## src/core/ept_map.vh

```
// Register offsets, field positions, reset values and timing counts of the event/pulse timer.
`ifndef EPT_MAP_VH
`define EPT_MAP_VH
`define EPT_IDX_MODE      16'hFF30
`define EPT_IDX_T0CTL     16'hFF31
`define EPT_IDX_T1CTL     16'hFF32
`define EPT_IDX_T0RLD     16'hFF33
`define EPT_IDX_T1RLD     16'hFF34
`define EPT_IDX_T0CNT     16'hFF35
`define EPT_IDX_T1CNT     16'hFF36
`define EPT_IDX_IRQ       16'hFF37
`define EPT_AW            18
`define EPT_MODE_CASCADE  4
`define EPT_MODE_OUTSEL   3
`define EPT_MODE_OUTEN    2
`define EPT_MODE_CK1      1
`define EPT_MODE_CK0      0
`define EPT_C_CNTMODE     7
`define EPT_C_FUNC        6
`define EPT_C_POL         5
`define EPT_C_PSC_HI      4
`define EPT_C_PSC_LO      3
`define EPT_C_CONT        2
`define EPT_C_PSET        1
`define EPT_C_PRUN        0
`define EPT_I_F0          0
`define EPT_I_F1          1
`define EPT_I_E0          2
`define EPT_I_E1          3
`define EPT_I_PRIO_LO     4
`define EPT_I_PRIO_HI     5
`define EPT_I_LATCH       6
`define EPT_RLD_RESET     8'hFF
`define EPT_VEC_T1        24'h000006
`define EPT_VEC_T0        24'h000008
`define EPT_CLK_HZ        50000000
`define EPT_NR_HZ         2048
`define EPT_NR_HALF       ((`EPT_CLK_HZ / `EPT_NR_HZ) / 2)
`define EPT_RESP_OKAY     2'b00
`define EPT_RESP_SLVERR   2'b10
`endif

```

## src/core/ept_timer.v

```verilog
// Dual 8-bit / cascaded 16-bit down-counter with event, pulse-width, interrupt and pulse-output functions.
// Function
// - Counter-mode bit 1 clocks timer 0 from external event edges.
// - Event mode: timer 1 normal timer, or cascade forms 16-bit event counter.
// - Event mode ignores the timer 0 prescale ratio field.
// - Polarity 0 counts falling edges, 1 counts rising edges.
// - Noise rejector counts at second falling 2048 Hz edge after level change.
// - Function bit 1 in timer mode gates prescaled clock by input level.
// - Pulse-width mode: timer 1 normal, or cascade forms 16-bit counter.
// - Pulse-width polarity 0 counts during low, 1 during high.
// - Underflow sets the timer's flag; enable bit gates the interrupt.
// - Shared two-bit priority field gives level 0 to 3.
// - Timer 1 vector 000006H, timer 0 vector 000008H.
// - Cascade never sets timer 0 flag; combined underflow sets timer 1 flag.
// - Pulse output toggles per selected timer underflow; select 0 timer 0.
// - Cascade makes pulse output follow combined underflow, ignoring select.
// - Output enable 1 drives toggle and complement; 0 drives high and low.
// - Toggle reaches pulse pin only with its latch 1; inverted latch unused.
// - Output enable gates the toggle unsynchronised; a short glitch is acceptable.
// - Timer 1 underflow is the serial clock, divided by 32 downstream.
// - Timer 1 reload of zero is legal, underflowing every prescaled clock.
// - Mode register bits 4..0 reset to 0; upper three bits read 0.
// - Event mode ignores the prescaler 0 source select.
// - In normal timer mode the polarity bit has no effect.
`timescale 1ns/1ns
`default_nettype none
`include "ept_map.vh"
module ept_timer (
  input  wire        aclk,                    // System clock, 50 MHz.
  input  wire        aresetn,                 // Synchronous reset, active low.
  input  wire        slow_oscillator,         // Slow source clock, sampled level.
  input  wire        fast_oscillator,         // Fast source clock, sampled level.
  input  wire        event_input_pin,         // External event input.
  input  wire [17:0] s_axi_awaddr,            // Write address.
  input  wire        s_axi_awvalid,           // Write address valid.
  output wire        s_axi_awready,           // Write address ready.
  input  wire [31:0] s_axi_wdata,             // Write data.
  input  wire [3:0]  s_axi_wstrb,             // Write strobes.
  input  wire        s_axi_wvalid,            // Write data valid.
  output wire        s_axi_wready,            // Write data ready.
  output wire [1:0]  s_axi_bresp,             // Write response.
  output wire        s_axi_bvalid,            // Write response valid.
  input  wire        s_axi_bready,            // Write response ready.
  input  wire [17:0] s_axi_araddr,            // Read address.
  input  wire        s_axi_arvalid,           // Read address valid.
  output wire        s_axi_arready,           // Read address ready.
  output wire [31:0] s_axi_rdata,             // Read data.
  output wire [1:0]  s_axi_rresp,             // Read response.
  output wire        s_axi_rvalid,            // Read data valid.
  input  wire        s_axi_rready,            // Read data ready.
  output wire        t0_irq,                  // Timer 0 interrupt request.
  output wire        t1_irq,                  // Timer 1 interrupt request.
  output wire [1:0]  timer_irq_priority,      // Priority level of both timers.
  output wire [23:0] t0_irq_vector,           // Timer 0 exception vector.
  output wire [23:0] t1_irq_vector,           // Timer 1 exception vector.
  output wire        serial_clock_tick,       // Timer 1 underflow pulse for the serial unit.
  output wire        t1_reload_count_mode,    // Timer 1 repeat setting, seen by the serial unit.
  output wire        pulse_out_pin,           // Halved underflow output.
  output wire        inverted_pulse_out_pin   // Complement of the halved underflow output.
);

  // Byte address of a register index.
  function [17:0] badr;
    input [15:0] idx;
    begin
      badr = {idx, 2'b00};
    end
  endfunction

  // Prescaler terminal count for a two-bit ratio field: /1, /4, /16, /64.
  function [5:0] ptop;
    input [1:0] sel;
    begin
      case (sel)
        2'b00:   ptop = 6'h00;
        2'b01:   ptop = 6'h03;
        2'b10:   ptop = 6'h0F;
        default: ptop = 6'h3F;
      endcase
    end
  endfunction

  reg  [4:0]  mode_r;
  reg  [7:0]  t0ctl_r;
  reg  [7:0]  t1ctl_r;
  reg  [7:0]  t0rld_r;
  reg  [7:0]  t1rld_r;
  reg  [7:0]  t0cnt_r;
  reg  [7:0]  t1cnt_r;
  reg  [6:0]  irq_r;
  reg         half_uf_r;
  reg  [5:0]  psc0_r;
  reg  [5:0]  psc1_r;
  reg  [2:0]  osc_s0_r;
  reg  [2:0]  osc_s1_r;
  reg         ev_s1_r;
  reg         ev_s2_r;
  reg         ev_d_r;
  reg         nr_lvl_r;
  reg  [1:0]  nr_cnt_r;
  reg  [14:0] nr_div_r;
  reg         nr_clk_r;
  reg         aw_hold_r;
  reg  [17:0] aw_addr_r;
  reg         w_hold_r;
  reg  [31:0] w_data_r;
  reg  [3:0]  w_strb_r;
  reg         bvalid_r;
  reg  [1:0]  bresp_r;
  reg         rvalid_r;
  reg  [1:0]  rresp_r;
  reg  [31:0] rdata_r;

  // Reload of the reference divider; it is cut to the divider width where it is used.
  localparam integer NR_TOP = `EPT_NR_HALF - 1;

  wire cascade  = mode_r[`EPT_MODE_CASCADE];
  wire cnt_mode = t0ctl_r[`EPT_C_CNTMODE];
  wire func_sel = t0ctl_r[`EPT_C_FUNC];
  wire pol_sel  = t0ctl_r[`EPT_C_POL];
  wire run0     = t0ctl_r[`EPT_C_PRUN];
  // In cascade the timer 1 run bit is dead; timer 0 controls the pair.
  wire run1     = t1ctl_r[`EPT_C_PRUN] & ~cascade;

  // Sampled oscillator levels; the third stage only feeds the edge detector.
  wire osc0_rise = osc_s0_r[1] & ~osc_s0_r[2];
  wire slow_oscillator_rise = osc_s1_r[1] & ~osc_s1_r[2];
  wire ck1src    = cascade ? mode_r[`EPT_MODE_CK0] : mode_r[`EPT_MODE_CK1];
  wire [1:0] psc1sel = cascade ? t0ctl_r[4:3] : t1ctl_r[4:3];
  wire src0_tick = mode_r[`EPT_MODE_CK0] ? slow_oscillator_rise : osc0_rise;
  wire src1_tick = ck1src ? slow_oscillator_rise : osc0_rise;
  wire pre0_tick = src0_tick & (psc0_r == ptop(t0ctl_r[4:3]));
  wire pre1_tick = src1_tick & (psc1_r == ptop(psc1sel));

  // Event edge, with or without the noise rejector.
  // Both edge sources look at the second synchroniser stage only.
  wire ev_edge_raw = pol_sel ? (ev_s2_r & ~ev_d_r) : (~ev_s2_r & ev_d_r);
  // A falling reference edge is the last cycle of its high half.
  wire nr_fall     = (nr_div_r == 15'd0) & nr_clk_r;
  wire nr_change   = nr_fall & (ev_s2_r != nr_lvl_r) & (nr_cnt_r == 2'd1);
  wire nr_edge     = nr_change & (pol_sel ? ev_s2_r : ~ev_s2_r);
  wire ev_tick     = func_sel ? nr_edge : ev_edge_raw;
  wire pw_gate     = pol_sel ? ev_s2_r : ~ev_s2_r;

  // Timer 0 input: event edges ignore prescaler 0 entirely.
  wire t0_in   = cnt_mode ? ev_tick : (pre0_tick & (~func_sel | pw_gate));
  wire t0_step = run0 & t0_in;
  wire t0_uf   = t0_step & (t0cnt_r == 8'h00);

  // In cascade timer 1 counts only the borrows of timer 0, so the pair is one 16-bit counter.
  wire t1_step = cascade ? t0_uf : (run1 & pre1_tick);
  wire t1_uf   = t1_step & (t1cnt_r == 8'h00);

  // The halved output follows the combined borrow in cascade, whatever the channel select.
  wire sel_uf  = (cascade | mode_r[`EPT_MODE_OUTSEL]) ? t1_uf : t0_uf;

  wire wr_go = aw_hold_r & w_hold_r & ~bvalid_r;
  wire [15:0] wr_idx = aw_addr_r[17:2];
  wire [7:0]  wd = w_data_r[7:0];
  wire        wb = w_strb_r[0];
  wire        wr_hit = (wr_idx >= `EPT_IDX_MODE) && (wr_idx <= `EPT_IDX_IRQ);

  always @(posedge aclk) begin
    if (!aresetn) begin
      mode_r   <= 5'h00;
      t0ctl_r  <= 8'h00;
      t1ctl_r  <= 8'h00;
      t0rld_r  <= `EPT_RLD_RESET;
      t1rld_r  <= `EPT_RLD_RESET;
      t0cnt_r  <= 8'hFF;
      t1cnt_r  <= 8'hFF;
      irq_r    <= 7'h40;
      half_uf_r <= 1'b0;
      psc0_r   <= 6'h00;
      psc1_r   <= 6'h00;
      osc_s0_r <= 3'h0;
      osc_s1_r <= 3'h0;
      ev_s1_r  <= 1'b1;
      ev_s2_r  <= 1'b1;
      ev_d_r   <= 1'b1;
      nr_lvl_r <= 1'b1;
      nr_cnt_r <= 2'd0;
      nr_div_r <= 15'd0;
      nr_clk_r <= 1'b0;
    end else begin
      osc_s0_r <= {osc_s0_r[1:0], slow_oscillator};
      osc_s1_r <= {osc_s1_r[1:0], fast_oscillator};
      ev_s1_r  <= event_input_pin;
      ev_s2_r  <= ev_s1_r;
      ev_d_r   <= ev_s2_r;

      // Internal 2048 Hz reference for the noise rejector.
      // It runs free, so its phase against an input change is arbitrary.
      if (nr_div_r == 15'd0) begin
        nr_div_r <= NR_TOP[14:0];
        nr_clk_r <= ~nr_clk_r;
      end else begin
        nr_div_r <= nr_div_r - 15'd1;
      end
      // A level change restarts the count; the second falling reference edge accepts it.
      if (ev_s2_r == nr_lvl_r) begin
        nr_cnt_r <= 2'd0;
      end else if (nr_fall) begin
        if (nr_cnt_r == 2'd1) begin
          nr_lvl_r <= ev_s2_r;
          nr_cnt_r <= 2'd0;
        end else begin
          nr_cnt_r <= nr_cnt_r + 2'd1;
        end
      end

      // A stopped prescaler restarts from zero, so the first tick after run is a full period.
      if (!run0) begin
        psc0_r <= 6'h00;
      end else if (src0_tick) begin
        psc0_r <= pre0_tick ? 6'h00 : psc0_r + 6'h01;
      end

      if (!run1) begin
        psc1_r <= 6'h00;
      end else if (src1_tick) begin
        psc1_r <= pre1_tick ? 6'h00 : psc1_r + 6'h01;
      end

      // A borrow reloads the counter, which makes a reload of zero borrow on every step.
      if (t0_step) begin
        t0cnt_r <= (t0cnt_r == 8'h00) ? t0rld_r : t0cnt_r - 8'h01;
      end
      if (t1_step) begin
        t1cnt_r <= (t1cnt_r == 8'h00) ? t1rld_r : t1cnt_r - 8'h01;
      end
      // The toggle halves the borrow rate of the chosen timer.
      if (sel_uf) begin
        half_uf_r <= ~half_uf_r;
      end

      // One-shot stops the run bit on underflow.
      if (t0_uf && !t0ctl_r[`EPT_C_CONT] && !cascade) begin
        t0ctl_r[`EPT_C_PRUN] <= 1'b0;
      end
      if (t1_uf && cascade && !t0ctl_r[`EPT_C_CONT]) begin
        t0ctl_r[`EPT_C_PRUN] <= 1'b0;
      end
      if (t1_uf && !cascade && !t1ctl_r[`EPT_C_CONT]) begin
        t1ctl_r[`EPT_C_PRUN] <= 1'b0;
      end

      if (wr_go && wb) begin
        case (wr_idx)
          `EPT_IDX_MODE:  mode_r <= wd[4:0];
          `EPT_IDX_T0CTL: begin
            t0ctl_r <= {wd[7:2], 1'b0, wd[0]};
            if (wd[`EPT_C_PSET]) t0cnt_r <= t0rld_r;
            if (wd[`EPT_C_PSET] && cascade) t1cnt_r <= t1rld_r;
          end
          `EPT_IDX_T1CTL: begin
            t1ctl_r <= {3'b000, wd[4:2], 1'b0, wd[0]};
            if (wd[`EPT_C_PSET] && !cascade) t1cnt_r <= t1rld_r;
          end
          `EPT_IDX_T0RLD: t0rld_r <= wd;
          `EPT_IDX_T1RLD: t1rld_r <= wd;
          `EPT_IDX_IRQ:   irq_r[6:2] <= wd[6:2];
          default: ;
        endcase
      end

      // Flags: write 1 clears, but a same-cycle underflow wins.
      if (wr_go && wb && wr_idx == `EPT_IDX_IRQ) begin
        if (wd[`EPT_I_F0]) irq_r[`EPT_I_F0] <= 1'b0;
        if (wd[`EPT_I_F1]) irq_r[`EPT_I_F1] <= 1'b0;
      end
      // The sets come last so that they override a clear in the same cycle.
      if (t0_uf && !cascade) begin
        irq_r[`EPT_I_F0] <= 1'b1;
      end
      if (t1_uf) begin
        irq_r[`EPT_I_F1] <= 1'b1;
      end
    end
  end

  assign t0_irq = irq_r[`EPT_I_F0] & irq_r[`EPT_I_E0];
  assign t1_irq = irq_r[`EPT_I_F1] & irq_r[`EPT_I_E1];
  assign timer_irq_priority = irq_r[`EPT_I_PRIO_HI:`EPT_I_PRIO_LO];
  assign t0_irq_vector = `EPT_VEC_T0;
  assign t1_irq_vector = `EPT_VEC_T1;
  assign serial_clock_tick = t1_uf;
  assign t1_reload_count_mode = t1ctl_r[`EPT_C_CONT];
  // The enable gates the toggle directly, so switching it may clip one half cycle.
  // With the output enabled and the pin latch at 0 the true pin stays low; the inverted pin has no latch of its own.
  wire out_en = mode_r[`EPT_MODE_OUTEN];
  assign pulse_out_pin          = ~out_en | (half_uf_r & irq_r[`EPT_I_LATCH]);
  assign inverted_pulse_out_pin = out_en & ~half_uf_r;

  // AXI4-Lite slave: address and data held until both present, one write and one read at a time.
  assign s_axi_awready = ~aw_hold_r & ~bvalid_r;
  assign s_axi_wready  = ~w_hold_r & ~bvalid_r;
  assign s_axi_bvalid  = bvalid_r;
  assign s_axi_bresp   = bresp_r;
  assign s_axi_arready = ~rvalid_r;
  assign s_axi_rvalid  = rvalid_r;
  assign s_axi_rresp   = rresp_r;
  assign s_axi_rdata   = rdata_r;

  wire [15:0] rd_idx = s_axi_araddr[17:2];
  reg  [7:0]  rd_val;
  reg         rd_hit;
  always @* begin
    rd_hit = 1'b1;
    case (rd_idx)
      `EPT_IDX_MODE:  rd_val = {3'b000, mode_r};
      `EPT_IDX_T0CTL: rd_val = t0ctl_r;
      `EPT_IDX_T1CTL: rd_val = t1ctl_r;
      `EPT_IDX_T0RLD: rd_val = t0rld_r;
      `EPT_IDX_T1RLD: rd_val = t1rld_r;
      `EPT_IDX_T0CNT: rd_val = t0cnt_r;
      `EPT_IDX_T1CNT: rd_val = t1cnt_r;
      `EPT_IDX_IRQ:   rd_val = {1'b0, irq_r};
      default: begin
        rd_val = 8'h00;
        rd_hit = 1'b0;
      end
    endcase
  end

  always @(posedge aclk) begin
    if (!aresetn) begin
      aw_hold_r <= 1'b0;
      aw_addr_r <= 18'h00000;
      w_hold_r  <= 1'b0;
      w_data_r  <= 32'h00000000;
      w_strb_r  <= 4'h0;
      bvalid_r  <= 1'b0;
      bresp_r   <= 2'b00;
      rvalid_r  <= 1'b0;
      rresp_r   <= 2'b00;
      rdata_r   <= 32'h00000000;
    end else begin
      if (s_axi_awvalid && s_axi_awready) begin
        aw_hold_r <= 1'b1;
        aw_addr_r <= s_axi_awaddr;
      end
      if (s_axi_wvalid && s_axi_wready) begin
        w_hold_r <= 1'b1;
        w_data_r <= s_axi_wdata;
        w_strb_r <= s_axi_wstrb;
      end

      // The write lands at the same edge that raises bvalid.
      if (wr_go) begin
        aw_hold_r <= 1'b0;
        w_hold_r  <= 1'b0;
        bvalid_r  <= 1'b1;
        bresp_r   <= wr_hit ? `EPT_RESP_OKAY : `EPT_RESP_SLVERR;
      end else if (bvalid_r && s_axi_bready) begin
        bvalid_r <= 1'b0;
      end

      // The read is answered from the address as it stands when arvalid is sampled.
      if (s_axi_arvalid && !rvalid_r) begin
        rvalid_r <= 1'b1;
        rdata_r  <= {24'h000000, rd_val};
        rresp_r  <= rd_hit ? `EPT_RESP_OKAY : `EPT_RESP_SLVERR;
      end else if (rvalid_r && s_axi_rready) begin
        rvalid_r <= 1'b0;
      end
    end
  end

endmodule // ept_timer
`default_nettype wire

```

## config.mk

```make
export PLATFORM = sky130hd
export DESIGN_NAME = ept_timer
export DESIGN_NICKNAME = d
export VERILOG_FILES = /design/src/core/ept_timer.v
export VERILOG_INCLUDE_DIRS = /design/src /design/src/core
export SDC_FILE = /design/constraint.sdc
export NUM_CORES = 1
export LEC_CHECK = 0
export BUFFER_PORTS_ARGS = -buffer_cell sky130_fd_sc_hd__clkbuf_2
export CORE_UTILIZATION = 54
export DETAILED_ROUTE_END_ITERATION = 10
export PLACE_DENSITY = 0.9
export SYNTH_ARGS = -nofsm -noshare
export SYNTH_HDL_FRONTEND = slang
export SYNTH_SLANG_ARGS = --single-unit
```

## constraint.sdc

```tcl
create_clock -name aclk -period 3.3 [get_ports aclk]
set_input_delay 0.99 -clock aclk [delete_from_list [all_inputs] [get_ports aclk]]
set_output_delay 0.99 -clock aclk [all_outputs]
set_load 0.02 [all_outputs]
```

# Word level (Yosys, flattened, before mapping)
# Cells that the tools add are included.
# W data, S select, Z words.
# totals
elab_cells	202
register_bits	139
inputBits	82
output_inout_bits	97
# classes
n_eq_ne	23
add_sub_neg	6
bitwise_logic	42
n_lt_le_gt_ge	2
reduce_logical	47
mux	47
# ops
cell	n
$eq A16 B16 Y1 const B	14
$mux W8	10
$pmux W8 S8	1
$pmux W6 S3	2
$mux W1	25
$and A1 B1 Y1	24
$reduce_and A2 Y1	10
$logic_and A1 B1 Y1	17
$ge A16 B16 Y1 const B	1
$le A16 B16 Y1 const B	1
$logic_not A8 Y1	2
$pmux W8 S2	1
$sub A8 B1 Y8 const B	2
$logic_not A15 Y1	1
$not A1 Y1	15
$sub A15 B1 Y15 const B	1
$mux W14	1
$add A6 B1 Y6 const B	2
$eq A6 B6 Y1	2
$mux W6	2
$reduce_bool A2 Y1	6
$mux W2	5
$reduce_or A8 Y1	1
$eq A2 B1 Y1 const B	3
9 further kinds	18

# Logic depth before layout (Yosys ltp)
# depth
ltp_word	16
mapped_depth	10
mapped_depth_nobuf	9

# Worst setup path before layout
# Ideal clock, no wire load.
# synth_path
kind	register to output
start	reg mode_r[0]
end	out serial_clock_tick
t_required_ps	2310
arrival_ps	1934
path_slack_ps	376
n_path_buf	0
stages_incl_launch_ff	7
cell_sequence	dfxtp_1 -> or3b_4 -> a22oi_4 -> a31oi_4 -> nor4_4 -> o21ai_0 -> inv_1
# synth_via
elab_chain_cells	8
word_cells_on_any_way	12
# synth_lines
element	line	rtl
start: declaration	ept_timer.v:83	reg [4:0] mode_r;
start signal: assignment	ept_timer.v:250	`EPT_IDX_MODE: mode_r <= wd[4:0];
$mux W1	ept_timer.v:130	wire src0_tick = mode_r[`EPT_MODE_CK0] ? slow_oscillator_rise : osc0_rise;
$and A1 B1 Y1	ept_timer.v:132	wire pre0_tick = src0_tick & (psc0_r == ptop(t0ctl_r[4:3]));
$and A1 B1 Y1	ept_timer.v:146	wire t0_in = cnt_mode ? ev_tick : (pre0_tick & (~func_sel | pw_gate));
$mux W1	ept_timer.v:146	
$and A1 B1 Y1	ept_timer.v:147	wire t0_step = run0 & t0_in;
$and A1 B1 Y1	ept_timer.v:148	wire t0_uf = t0_step & (t0cnt_r == 8'h00);
$mux W1 *	ept_timer.v:151	wire t1_step = cascade ? t0_uf : (run1 & pre1_tick);
$and A1 B1 Y1 *	ept_timer.v:152	wire t1_uf = t1_step & (t1cnt_r == 8'h00);
end: declaration	ept_timer.v:56	output wire serial_clock_tick,
# Mark *: on every way between the ends. The rest lies on a longest branch, timed or not.

# Worst setup path after layout
# layout_path
start	reg nr_div_r[2]
end	out serial_clock_tick
# layout_via
elab_chain_cells	11
# layout_lines
element	line	rtl
start: declaration	ept_timer.v:101	reg [14:0] nr_div_r;
start signal: assignment	ept_timer.v:195	nr_div_r <= NR_TOP[14:0];
start signal: assignment	ept_timer.v:198	nr_div_r <= nr_div_r - 15'd1;
$logic_not A15 Y1	ept_timer.v:139	wire nr_fall = (nr_div_r == 15'd0) & nr_clk_r;
$and A1 B1 Y1	ept_timer.v:139	
$and A1 B1 Y1 (2 in series)	ept_timer.v:140	wire nr_change = nr_fall & (ev_s2_r != nr_lvl_r) & (nr_cnt_r == 2'd1);
$and A1 B1 Y1	ept_timer.v:141	wire nr_edge = nr_change & (pol_sel ? ev_s2_r : ~ev_s2_r);
$mux W1	ept_timer.v:142	wire ev_tick = func_sel ? nr_edge : ev_edge_raw;
$mux W1	ept_timer.v:146	
$and A1 B1 Y1	ept_timer.v:147	
$and A1 B1 Y1	ept_timer.v:148	
$mux W1	ept_timer.v:151	
$and A1 B1 Y1	ept_timer.v:152	
# No other way between the ends.

==> impl_metrics.json <==
{
  "dp_slack_ns": 0.200,
  "dpl-instance-area_um2": 7490,
  "use_met1": 0.336,
  "clockRootBuffer": "clkbuf_16",
  "period_share": 0.996,
  "worst_ep_required_time_ns": 2.31,
  "synth_cells": 900,
  "fin_tns_setup_ns": 0,
  "synth_edf_count": 0,
  "outcome": "completed",
  "routed_wl_um": 18800,
  "area_delta_synth_final_pct": 14.5,
  "ys_warn_count": 0,
  "final_area_um2": 8260,
  "grt_use_met3": 0.0741,
  "numPortBuffers": 73,
  "cts_buffer_depth": 2,
  "cts_buffers": 17,
  "final_layout_size_suffix_gt1_frac": 0.182,
  "async_flop_share": 0,
  "total_power_mw": 4.77,
  "grt-busiest-layer": "met2",
  "pin_count": 179,
  "use_met2": 0.424,
  "gr-total-overflow": 0,
  "synth_common_cells": "146 x nand2_1, 135 x dfxtp_1, 82 x a21oi_1",
  "cts_htree_levels": 4,
  "fin_ws_ns": 0.0122,
  "routabilityCongestion": 0.952,
  "viasPerCell": 5.81,
  "worst-path-max-fanout": 4,
  "max_slew_margin": 0.470,
  "dieHeight_um": 118,
  "slowest_delay_ns": 0.36,
  "maxSlewViolCount": 0,
  "avgSynthCellArea_um2": 8.02,
  "critPathLaunchType": "register",
  "ff2ff_setup_slack_ns": 0.50,
  "p_seq_frac": 0.405,
  "crit_chain": "nor4_4 > nand4_1 > o21ba_4 > nor4_4 > o21ai_2 > inv_1 > buf_6",
  "clk_pin_slew_ns": 0.06,
  "hpwl_um": 12700,
  "syn-cell-area_um2": 7210,
  "ctsHoldBuffers": 0,
  "rsz0062_at_grt": "yes",
  "cts_tree": "built",
  "critPathKind": "reg2out",
  "power.density_nw_per_um2": 577,
  "clkPwrFrac": 0.436,
  "r2r_cells": 9,
  "nets": 1067,
  "grt_pass1_vias": 6125,
  "cpMaxStageDelayCell": "nor4_4",
  "min_period_ns": 3.29,
  "hold_path_depth": 1,
  "power.internal_mw": 3.46,
  "routed-via-count": 6753,
  "start_util": 0.563,
  "cts_sinks": 135,
  "worst_pin_slew_ns": 0.789,
  "fillCellCount": 1070,
  "design.die.area_um2": 13800,
  "antenna_found_initial": 0,
  "critical-path-top-delay-family": "simple AND/OR/NAND/NOR gates",
  "synth_cell_type_count": 74,
  "timing.hold.ws_ns": 0.408,
  "synth_area_leaders": "dfxtp_1 37%, buf_4 7.9%, nand2_1 7.6%, a21oi_1 5.7%, nor2_1 4.2%",
  "timing.fmax_mhz": 304,
  "power_leakage_nw": 3.33,
  "hold_viol_final": 0,
  "core_um2": 12800,
  "placementRows": 41,
  "drc": 0,
  "p_switching_mw": 1.31,
  "path_common_cell": "nor4_4",
  "setup_viol": 0,
  "min_path_type": "reg2reg",
  "grt_max_degree": 51,
  "end_kind": "output port",
  "cp.arrival_ns": 2.30,
  "diodes": 0,
  "switching_share": 0.274,
  "synth_ff_type": "dfxtp_1",
  "maxCapViolCount": 0,
  "wl_per_cell_um": 16.2,
  "netlist.area_leader.share": 0.375,
  "die_x_um": 118,
  "cp.depth": 7,
  "antenna_left": 0,
  "pwr-share-comb": 0.160,
  "vdd_drop_max_mv": 0.359,
  "firstDrtPassIters": 6,
  "grt_pass1_wl_um": 29800,
  "groute.usage.overall": 0.268,
  "yosysTopAreaCell": "dfxtp_1",
  "synth_seq_cells": 135,
  "clk_latency_ns": 0.43,
  "fin_skew_ns": 0.00825,
  "path_buf_inv": 2,
  "yosysSeqAreaShare": 0.375,
  "yosysMostFrequentCell": "nand2_1",
  "drt-initial-drc-count": 862
}
==> layout by cell type (no fill, tap or decap), drive strengths merged, types with 4 or more instances in the layout <==
| cell type | instances |
|---|---|
| o21ai | 23 |
| nand4 | 13 |
| xor2 | 17 |
| o221ai | 4 |
| buf | 28 |
| nor4b | 5 |
| o211ai | 6 |
| nor3 | 22 |
| and3 | 6 |
| conb | 74 |
| dfxtp | 135 |
| a41oi | 4 |
| nand3b | 4 |
| nor4 | 12 |
| nand2 | 146 |
| a22oi | 25 |
| mux2i | 24 |
| ha | 8 |
| clkbuf | 91 |
| xnor2 | 10 |
| inv | 21 |
| a21oi | 82 |
| or3 | 7 |
| nand3 | 24 |
| and2 | 12 |
| a31oi | 8 |
| clkinv | 6 |
| nor2b | 8 |
| nor2 | 82 |
| bufinv | 5 |
| or4 | 5 |
| or2 | 6 |
| nand2b | 16 |
| o31ai | 7 |
==> cell families after synthesis <==
family / after synthesis / share of synthesized area
DFF: 135 / 0.375
other: 2 / 0.00104
AOI/OAI and AO/OA: 187 / 0.167
buffers and inverters: 135 / 0.111
xor gates and xnor gates: 27 / 0.0328
muxes: 27 / 0.0380
adders and majority gates: 8 / 0.0139
and+or+nand+nor: 379 / 0.262
==> power by group through the flow <==
stage,clock network (mW),registers (mW),logic [mW]
3_5_place_dp,0,1.91,0.659
6_report,2.08,1.93,0.761
5_1_grt,2.16,1.94,0.835
2_1_floorplan,0,1.88,0.601
3_3_place_gp,0,1.91,0.632
4_1_cts,2.08,1.90,0.693
==> per-layer routing <==
metal  routed length, µm  vias up
met5                   0        -
met1                7420     3064
li1                    -     3147
met3                1950      106
met2                8540      436
met4                 908        0
==> final timing paths <==
path / start / endpoint
worst max-delay path: nr_div_r[2] / serial_clock_tick
worst min-delay path: ev_s1_r / ev_s2_r
worst max register to register: nr_div_r[2] / t0cnt_r[3]
worst min register to register: ev_s1_r / ev_s2_r
==> final cells by class <==
type                    count  area (µm²)  area share
flip-flops and latches    135        2720       0.329
inverters                  21        78.8     0.00954
clock buffers              19         443      0.0536
well taps                 172         215      0.0260
multi-input cells         702        4030       0.488
clock inverters            13         203      0.0245
repair buffers            100         574      0.0695
==> sequential cells by signal, indices dropped and copies added (netlist names), 2 cells and up <==
name / cells
nr_cnt_r: 2
t0rld_r: 8
osc_s0_r: 3
t1ctl_r: 4
s_axi_rdata: 8
t1rld_r: 8
psc1_r: 6
t0ctl_r: 7
aw_addr_r: 16
w_data_r: 8
irq_r: 7
psc0_r: 6
t1cnt_r: 8
nr_div_r: 15
osc_s1_r: 3
t0cnt_r: 8
mode_r: 5
==> metrics by stage <==
stage	instances	utilization
after floorplan	972	-
after global placement	1122	0.584
after detailed placement	1122	0.584
after CTS	1156	0.638
after global routing	1162	0.644
final	1162	0.644
==> timing repair <==
| action | 4_1_cts | 5_1_grt |
|---|---|---|
| buffers inserted | 2 | 6 |
| endpoints found under the setup margin | 1 | 1 |
| pin swaps | 2 | 9 |
| gates cloned | 0 | 0 |
| gates resized for setup | 7 | 20 |
(Power assumes the default switching activity.)
